File: config.mk
export PLATFORM = sky130hd
export DESIGN_NAME = clock_fanout_output_control
export DESIGN_NICKNAME = d
export VERILOG_FILES = /design/src/include/clock_fanout_pkg.sv /design/src/design/clock_fanout_output_control.sv /design/src/design/sync_two_stage.sv
export SDC_FILE = /design/constraint.sdc
export NUM_CORES = 1
export LEC_CHECK = 0
export BUFFER_PORTS_ARGS = -buffer_cell sky130_fd_sc_hd__buf_2
export CORE_MARGIN = 2
export CORE_UTILIZATION = 45
export DETAILED_ROUTE_END_ITERATION = 7
export GPL_TIMING_DRIVEN = 0
export HOLD_SLACK_MARGIN = 0.05
export PLACE_DENSITY = 0.66
export SLEW_MARGIN = 25
export SYNTH_ARGS = -nofsm -noshare
export SYNTH_HDL_FRONTEND = slang
export SYNTH_SLANG_ARGS = --single-unit
File: constraint.sdc
create_clock -name sys_clk -period 3.2 [get_ports sys_clk]
set_input_delay 0.32 -clock sys_clk [delete_from_list [all_inputs] [get_ports sys_clk]]
set_output_delay 0.32 -clock sys_clk [all_outputs]
set_load 0.1 [all_outputs]
File: src/include/clock_fanout_pkg.sv
// Constants shared by the clock fan-out control logic
package clock_fanout_pkg;
   localparam int unsigned CLK_FREQ_KHZ      = 20000;
   // Minimum reference frequency while the loop is powered
   localparam int unsigned REF_MIN_FREQ_KHZ  = 20000;
   // The sampled reference is a stand-in running this many times slower
   localparam int unsigned REF_SCALE         = 64;
   localparam int unsigned REF_MAX_PERIOD_CYC =
      (CLK_FREQ_KHZ * REF_SCALE) / REF_MIN_FREQ_KHZ;
   // Feedback edge must follow the reference edge within this many cycles
   localparam int unsigned LOCK_WINDOW_CYC   = 2;
   localparam int unsigned CNT_W             = 8;
   localparam int unsigned PAIRS             = 6;
   // Bus address, arbitrary value
   localparam logic [6:0]  DEV_ADDR          = 7'h5A;
   localparam logic [3:0]  BITS_PER_BYTE     = 4'h8;
   // Enable bit positions in the first enable byte
   localparam int unsigned B0_PAIR0 = 7;
   localparam int unsigned B0_PAIR1 = 6;
   localparam int unsigned B0_PAIR2 = 3;
   localparam int unsigned B0_PAIR5 = 2;
   localparam int unsigned B0_PAIR4 = 0;
   // Enable bit position in the second enable byte
   localparam int unsigned B1_PAIR3 = 6;
   // Power-up values
   localparam logic [7:0]  FIRST_BYTE_RESET  = 8'hFF;
   localparam logic [7:0]  SECOND_BYTE_RESET = 8'hC0;
   localparam logic [5:0]  ENABLE_RESET      = 6'h3F;
endpackage
File: src/design/clock_fanout_output_control.sv
// Output enable, bypass and reference monitor control of the clock fan-out buffer
`timescale 1ns/100ps
`default_nettype none
module clock_fanout_output_control (
   input  wire logic       sys_clk,
   input  wire logic       resetn,
   input  wire logic       referenceClockIn,
   input  wire logic       feedbackClockIn,
   input  wire logic       loopSupply,
   input  wire logic       serialBusClock,
   input  wire logic       serialBusDataIn,
   output logic            serialBusDataOut,
   output logic            serialBusDataOe,
   output logic [5:0]      trueClockOut,
   output logic [5:0]      trueClockOe,
   output logic [5:0]      complementClockOut,
   output logic [5:0]      complementClockOe,
   output logic            feedbackClockOut,
   output logic            feedbackClockOe,
   output logic            loopActive,
   output logic            loopLocked,
   output logic            referenceSlow
);
   typedef enum logic [1:0] {BUS_IDLE, BUS_SHIFT, BUS_ACK, BUS_IGNORE} bus_state_t;
   typedef enum logic [1:0] {PH_ADDR, PH_CMD, PH_COUNT, PH_DATA} bus_phase_t;

   function automatic logic [7:0] satInc(input logic [7:0] v);
      satInc = (v == 8'hFF) ? v : v + 8'h01;
   endfunction

   logic [4:0] syncIn;
   logic       refS;
   logic       fbS;
   logic       supplyS;
   logic       sclS;
   logic       sdaS;

   sync_two_stage #(.W(5)) pinSync (
      .sys_clk (sys_clk),
      .resetn  (resetn),
      .asyncIn ({referenceClockIn, feedbackClockIn, loopSupply,
                 serialBusClock, serialBusDataIn}),
      .syncOut (syncIn)
   );

   assign refS    = syncIn[4];
   assign fbS     = syncIn[3];
   assign supplyS = syncIn[2];
   assign sclS    = syncIn[1];
   assign sdaS    = syncIn[0];

   // Serial bus slave state
   bus_state_t busState_r;
   bus_state_t busState_nxt;
   bus_phase_t phase_r;
   bus_phase_t phase_nxt;
   logic [3:0] bitCnt_r;
   logic [3:0] bitCnt_nxt;
   logic [7:0] shift_r;
   logic [7:0] shift_nxt;
   logic [1:0] dataIdx_r;
   logic [1:0] dataIdx_nxt;
   logic       ackOe_r;
   logic       ackOe_nxt;
   logic [5:0] reqEn_r;
   logic [5:0] reqEn_nxt;
   logic       sclPrev_r;
   logic       sdaPrev_r;
   logic       sclRise;
   logic       sclFall;
   logic       busStart;
   logic       busStop;

   assign sclRise  = sclS & ~sclPrev_r;
   assign sclFall  = ~sclS & sclPrev_r;
   assign busStart = sclS & sclPrev_r & sdaPrev_r & ~sdaS;
   assign busStop  = sclS & sclPrev_r & ~sdaPrev_r & sdaS;

   always_comb begin
      busState_nxt = busState_r;
      phase_nxt    = phase_r;
      bitCnt_nxt   = bitCnt_r;
      shift_nxt    = shift_r;
      dataIdx_nxt  = dataIdx_r;
      ackOe_nxt    = ackOe_r;
      reqEn_nxt    = reqEn_r;
      if (busStop) begin
         busState_nxt = BUS_IDLE;
         ackOe_nxt    = 1'b0;
      end else if (busStart) begin
         busState_nxt = BUS_SHIFT;
         phase_nxt    = PH_ADDR;
         bitCnt_nxt   = 4'h0;
         dataIdx_nxt  = 2'h0;
         ackOe_nxt    = 1'b0;
      end else begin
         unique case (busState_r)
            BUS_IDLE, BUS_IGNORE: begin
            end
            BUS_SHIFT: begin
               if (sclRise && bitCnt_r != clock_fanout_pkg::BITS_PER_BYTE) begin
                  shift_nxt  = {shift_r[6:0], sdaS};
                  bitCnt_nxt = bitCnt_r + 4'h1;
               end else if (sclFall && bitCnt_r == clock_fanout_pkg::BITS_PER_BYTE) begin
                  // Only a write to our address is acknowledged
                  if (phase_r == PH_ADDR &&
                      (shift_r[7:1] != clock_fanout_pkg::DEV_ADDR || shift_r[0])) begin
                     busState_nxt = BUS_IGNORE;
                  end else begin
                     ackOe_nxt    = 1'b1;
                     busState_nxt = BUS_ACK;
                     // Command and count bytes are acknowledged but carry no data
                     if (phase_r == PH_DATA && dataIdx_r == 2'h0) begin
                        // Reserved bits are dropped here
                        reqEn_nxt[0] = shift_r[clock_fanout_pkg::B0_PAIR0];
                        reqEn_nxt[1] = shift_r[clock_fanout_pkg::B0_PAIR1];
                        reqEn_nxt[2] = shift_r[clock_fanout_pkg::B0_PAIR2];
                        reqEn_nxt[5] = shift_r[clock_fanout_pkg::B0_PAIR5];
                        reqEn_nxt[4] = shift_r[clock_fanout_pkg::B0_PAIR4];
                     end else if (phase_r == PH_DATA && dataIdx_r == 2'h1) begin
                        reqEn_nxt[3] = shift_r[clock_fanout_pkg::B1_PAIR3];
                     end
                     if (phase_r == PH_DATA && dataIdx_r != 2'h2) begin
                        dataIdx_nxt = dataIdx_r + 2'h1;
                     end
                  end
               end
            end
            BUS_ACK: begin
               if (sclFall) begin
                  ackOe_nxt    = 1'b0;
                  bitCnt_nxt   = 4'h0;
                  busState_nxt = BUS_SHIFT;
                  unique case (phase_r)
                     PH_ADDR:  phase_nxt = PH_CMD;
                     PH_CMD:   phase_nxt = PH_COUNT;
                     PH_COUNT: phase_nxt = PH_DATA;
                     PH_DATA:  phase_nxt = PH_DATA;
                  endcase
               end
            end
         endcase
      end
   end

   // Enables come back to their power-up value through resetn or a data write with every enable bit set
   always_ff @(posedge sys_clk or negedge resetn) begin
      if (!resetn) begin
         busState_r <= BUS_IDLE;
         phase_r    <= PH_ADDR;
         bitCnt_r   <= 4'h0;
         shift_r    <= 8'h00;
         dataIdx_r  <= 2'h0;
         ackOe_r    <= 1'b0;
         reqEn_r    <= clock_fanout_pkg::ENABLE_RESET;
         sclPrev_r  <= 1'b1;
         sdaPrev_r  <= 1'b1;
      end else begin
         busState_r <= busState_nxt;
         phase_r    <= phase_nxt;
         bitCnt_r   <= bitCnt_nxt;
         shift_r    <= shift_nxt;
         dataIdx_r  <= dataIdx_nxt;
         ackOe_r    <= ackOe_nxt;
         reqEn_r    <= reqEn_nxt;
         sclPrev_r  <= sclS;
         sdaPrev_r  <= sdaS;
      end
   end

   // Reference monitor and loop status
   logic            refPrev_r;
   logic            fbPrev_r;
   logic [7:0]      period_r;
   logic [7:0]      period_nxt;
   logic [7:0]      sinceRef_r;
   logic [7:0]      sinceRef_nxt;
   logic            slow_r;
   logic            slow_nxt;
   logic            locked_r;
   logic            locked_nxt;
   logic            refRise;
   logic            refFall;
   logic            fbRise;
   logic            floatAll;

   assign refRise  = refS & ~refPrev_r;
   assign refFall  = ~refS & refPrev_r;
   assign fbRise   = fbS & ~fbPrev_r;
   assign floatAll = supplyS & slow_r;

   always_comb begin
      period_nxt   = refRise ? 8'h00 : satInc(period_r);
      sinceRef_nxt = refRise ? 8'h00 : satInc(sinceRef_r);
      // Gaps between reference edges longer than the limit mean too slow
      slow_nxt     = period_r >= 8'(clock_fanout_pkg::REF_MAX_PERIOD_CYC);
      locked_nxt   = locked_r;
      // Feedback edge soon after the reference edge means zero delay achieved
      if (!supplyS || slow_r) begin
         locked_nxt = 1'b0;
      end else if (fbRise) begin
         locked_nxt = sinceRef_r <= 8'(clock_fanout_pkg::LOCK_WINDOW_CYC);
      end
   end

   always_ff @(posedge sys_clk or negedge resetn) begin
      if (!resetn) begin
         refPrev_r  <= 1'b0;
         fbPrev_r   <= 1'b0;
         period_r   <= 8'hFF;  // Counts as slow until a first reference edge
         sinceRef_r <= 8'h00;
         slow_r     <= 1'b1;
         locked_r   <= 1'b0;
      end else begin
         refPrev_r  <= refS;
         fbPrev_r   <= fbS;
         period_r   <= period_nxt;
         sinceRef_r <= sinceRef_nxt;
         slow_r     <= slow_nxt;
         locked_r   <= locked_nxt;
      end
   end

   // Output stage; a new enable lands one cycle after the falling output edge
   logic [5:0] apEn_r;
   logic [5:0] apEn_nxt;
   logic [5:0] trueOut_r;
   logic [5:0] trueOut_nxt;
   logic [5:0] pairOe_r;
   logic [5:0] pairOe_nxt;
   logic       feedback_clock_out_r;
   logic       feedback_clock_out_nxt;
   logic       fbOe_r;
   logic       fbOe_nxt;
   logic       loopOn_r;
   logic       loopOn_nxt;
   logic [5:0] compOut_r;
   logic [5:0] compOut_nxt;

   always_comb begin
      // Switching as the low phase starts keeps pulses whole; while floatAll is set the enables load at any point
      apEn_nxt    = (refFall || floatAll) ? reqEn_r : apEn_r;
      // Same level on every pair, whether the loop runs or is bypassed
      trueOut_nxt = {clock_fanout_pkg::PAIRS{refS}};
      compOut_nxt = ~{clock_fanout_pkg::PAIRS{refS}};
      pairOe_nxt  = apEn_r & ~{clock_fanout_pkg::PAIRS{floatAll}};
      feedback_clock_out_nxt   = refS;
      // No enable bit reaches the feedback driver
      fbOe_nxt    = ~floatAll;
      loopOn_nxt  = supplyS & ~slow_r;
   end

   always_ff @(posedge sys_clk or negedge resetn) begin
      if (!resetn) begin
         apEn_r    <= clock_fanout_pkg::ENABLE_RESET;
         trueOut_r <= 6'h00;
         compOut_r <= 6'h3F;
         pairOe_r  <= 6'h00;
         feedback_clock_out_r   <= 1'b0;
         fbOe_r    <= 1'b0;
         loopOn_r  <= 1'b0;
      end else begin
         apEn_r    <= apEn_nxt;
         trueOut_r <= trueOut_nxt;
         compOut_r <= compOut_nxt;
         pairOe_r  <= pairOe_nxt;
         feedback_clock_out_r   <= feedback_clock_out_nxt;
         fbOe_r    <= fbOe_nxt;
         loopOn_r  <= loopOn_nxt;
      end
   end

   // Acknowledge pulls the open-drain data line low
   assign serialBusDataOut   = 1'b0;
   assign serialBusDataOe    = ackOe_r;
   assign trueClockOut       = trueOut_r;
   assign complementClockOut = compOut_r;
   assign trueClockOe        = pairOe_r;
   assign complementClockOe  = pairOe_r;
   assign feedbackClockOut   = feedback_clock_out_r;
   assign feedbackClockOe    = fbOe_r;
   assign loopActive         = loopOn_r;
   assign loopLocked         = locked_r;
   assign referenceSlow      = slow_r;
endmodule
`default_nettype wire

File: src/design/sync_two_stage.sv
// Two flip-flop synchroniser for asynchronous pin inputs
`timescale 1ns/100ps
`default_nettype none
module sync_two_stage #(
   parameter int unsigned W = 1
) (
   input  wire logic         sys_clk,
   input  wire logic         resetn,
   input  wire logic [W-1:0] asyncIn,
   output var  logic [W-1:0] syncOut
);
   logic [W-1:0] meta_r;

   always_ff @(posedge sys_clk or negedge resetn) begin
      if (!resetn) begin
         meta_r  <= '0;
         syncOut <= '0;
      end else begin
         meta_r  <= asyncIn;
         syncOut <= meta_r;
      end
   end
endmodule
`default_nettype wire

==> flow_metrics.env <==
export IMPL_outcome="complete, no violations"
export IMPL_final_area_mm2=0.00382
export IMPL_drc=0
export IMPL_min_period_over_period_pct=62.2
export IMPL_min_period_ps=1990
export IMPL_cp_depth=6
export IMPL_cts_sinks=72
export IMPL_routed_wl_mm=5.37
export IMPL_tns_ps=0
export IMPL_cts_max_path_buffers=2
export IMPL_dp_hpwl_mm=3.71
export IMPL_rsz0062_at_grt="no"
export IMPL_min_path_type="input pin to flip-flop"
export IMPL_powerDensity_mw_per_mm2=672
export IMPL_critPathKind="flip-flop to flip-flop"
export IMPL_critPathTopFamily="compound AO/OA/AOI/OAI gates"
export IMPL_synth_edff_count=0
export IMPL_viasPerCell=4.86
export IMPL_setup_ws_ps=1210
export IMPL_synth_distinct_cells=50
export IMPL_dp_cells=431
export IMPL_path_buf_inv=2
export IMPL_synth_async_reset_ratio_pct=100
export IMPL_mappedNetlistArea_mm2=0.00329
export IMPL_cts_resized=0
export IMPL_nets=361
export IMPL_arrival_ps=2210
export IMPL_routabilityCongestion=0.778
export IMPL_cpMaxStageDelayCell="dfrtp_1"
export IMPL_ios=38
export IMPL_place_ws_ps=1230
export IMPL_max_freq_mhz=502
export IMPL_slew_headroom_pct=61.6
export IMPL_maxCapViolCount=0
export IMPL_syn_inst=295
export IMPL_layout_commonest_cell="dfrtp_1"
export IMPL_min_from="loopSupply"
export IMPL_gr_total_overflow=0
export IMPL_final_cell_mix="dfrtp_1, nand2_1, buf_2"
export IMPL_num_rows=31
export IMPL_r2r_start="busState_r[0]$_DFFE_PN0P_"
export IMPL_path_cells="inv_1, ha_1, buf_1, a21oi_1, a22oi_1, mux2_2"
export IMPL_ant_nets=0
export IMPL_dr_pass1_iters=4
export IMPL_diodes=0
export IMPL_grtUsageTotal_pct=14.6
export IMPL_required_ps=3420
export IMPL_vias=2178
export IMPL_min_path_cells=1
export IMPL_cts_htree_levels=3
export IMPL_portBuffers=36
export IMPL_die_area_mm2=0.00801
export IMPL_grt_pass1_wl_mm=8.91
export IMPL_worst_r2r_cell_count=6
export IMPL_placed_cell_area_mm2=0.00362
export IMPL_ys_ff_latch=72
export IMPL_clkTransAtPathRegs_ps=80
export IMPL_drt_iter0_markers=67
export IMPL_hold_viol=0
export IMPL_ir_drop_mv=0.523
export IMPL_core_area_mm2=0.00718
export IMPL_syn_nets=312
export IMPL_skew_ps=10.2
export IMPL_synth_top_area_share_pct=36.5
export IMPL_area_growth_pct=16.2
export IMPL_max_stage_delay_ps=400
export IMPL_worst_slew_pin_slew_ps=571
export IMPL_yosysWarningCount=0
export IMPL_synth_main_ff_cell="dfrtp_1"
export IMPL_drive_gt1_share_pct=33.5
export IMPL_seq_area_frac_synth_pct=55.7
export IMPL_cts_buffers=9
export IMPL_leakagePower_nw=1.83
export IMPL_holdBufCountCts=1
export IMPL_grt_max_degree=57
export IMPL_synth_area_leaders="dfrtp_1, dfstp_2, mux2_2"
export IMPL_finalSetupViolCount=0
export IMPL_stdcell_count=448
export IMPL_root_buffer="clkbuf_8"
export IMPL_drv_slew=0
export IMPL_insertion_delay_ps=340
export IMPL_synth_area_leader_cell="dfrtp_1"
export IMPL_critPathLaunchType="flip-flop"
export IMPL_cts_tree="yes"
export IMPL_grt_antenna_before_repair=0
export IMPL_critPathMaxFanout=10
export IMPL_hold_worst_slack_ps=85.0
export IMPL_synth_area_per_cell_um2=11.1
export IMPL_post_cts_repair_setup_buffers=0
export IMPL_die_width_um=89.5
export IMPL_grt_pass1_vias=1981
export IMPL_start_util_pct=45.8
export IMPL_dieHeight_um=89.5
export IMPL_cp_startpoint="busState_r[0]$_DFFE_PN0P_"
export IMPL_post_drt_wl_per_cell_um=12.0
export IMPL_end_kind="flip-flop"
[final timing paths]
path / endpoint / slack (ps)
max: serialBusDataOe$_DFFE_PN0P_ / 1210
min: pinSync.meta_r[2]$_DFF_PN0_ / 80
max reg2reg: serialBusDataOe$_DFFE_PN0P_ / 1210
min reg2reg: pinSync.syncOut[1]$_DFF_PN0_ / 350
max in group asynchronous: apEn_r[0]$_DFFE_PN1P_ / 2220
min in group asynchronous: bitCnt_r[2]$_DFFE_PN0P_ / 390
[layer usage]
layer	share of wire [%]	global-route usage [%]
met1	49	19.5
met3	4.1	3.14
met5	0	0
met4	1.8	6.51
met2	45	23.1
[cells in the mapped netlist (2+ instances only)]
master / number
a21oi_1: 9
a211oi_1: 3
dfrtp_1: 48
and2_1: 9
ha_1: 10
nor2b_1: 4
a31oi_1: 4
o21ai_0: 4
mux2_2: 17
nor3_1: 10
dfstp_2: 24
nand2_1: 39
and3_1: 4
mux2i_1: 4
xnor2_1: 2
xor2_1: 3
inv_1: 15
nand2b_1: 4
and4b_1: 3
nor2_1: 20
nor4bb_1: 2
o31ai_1: 3
o22ai_1: 2
nor4_1: 2
nand3_1: 4
buf_4: 19
clkbuf_1: 2
or3_1: 3
[worst register-to-register path, delay by kind of cell (launching register included)]
family / cells / cell delay, ps
DFF: 1 / 400
adders and majority gates: 1 / 220
muxes: 1 / 370
AOI/OAI and AO/OA: 2 / 450
buffers and inverters: 2 / 430
[power by group]
group / leakage, nW / internal, mW / switching [mW]
Clock: 0.0960 / 0.357 / 0.336
Sequential: 0.859 / 1.06 / 0.126
Combinational: 0.870 / 0.261 / 0.423
Total: 1.83 / 1.68 / 0.885
[through the flow]
stage / util [%] / power [mW]
global placement: 50.1 / 1.86
global route: 53.3 / 2.74
finish: 53.3 / 2.57
floorplan: - / 1.74
CTS: 53.3 / 2.60
detailed placement: 50.5 / 1.89
[layout make-up]
type	count	area (um^2)
fill	611	3350
sequential	72	1830
multi-input combinational	186	1250
timing repair buffer	38	220
buffer	22	154
clock buffer	10	128
tap	99	124
clock inverter	6	61.3
inverter	15	56.3
[flip-flops by register name (all words and copies together), names as in the netlist, 2 cells and up]
register	cells
period_r	8
pinSync.syncOut	5
apEn_r	6
sinceRef_r	8
dataIdx_r	2
shift_r	8
complementClockOe	6
phase_r	2
pinSync.meta_r	5
bitCnt_r	4
busState_r	2
reqEn_r	6
[cells by family (layout without fill, tap and decap cells)]
kind of cell	count (synthesis)	after routing	synth area share, %
flip-flops	72	72	55.7
multiplexers	21	21	7.04
AND/OR/NAND/NOR	112	112	17.7
adder cells (fa/ha/maj)	10	10	3.81
buffers and inverters	37	91	6.39
other	1	1	0.114
AO/OA/AOI/OAI	37	37	7.91
XOR/XNOR	5	5	1.33
No activity file was read; power rests on OpenSTA's default activity.
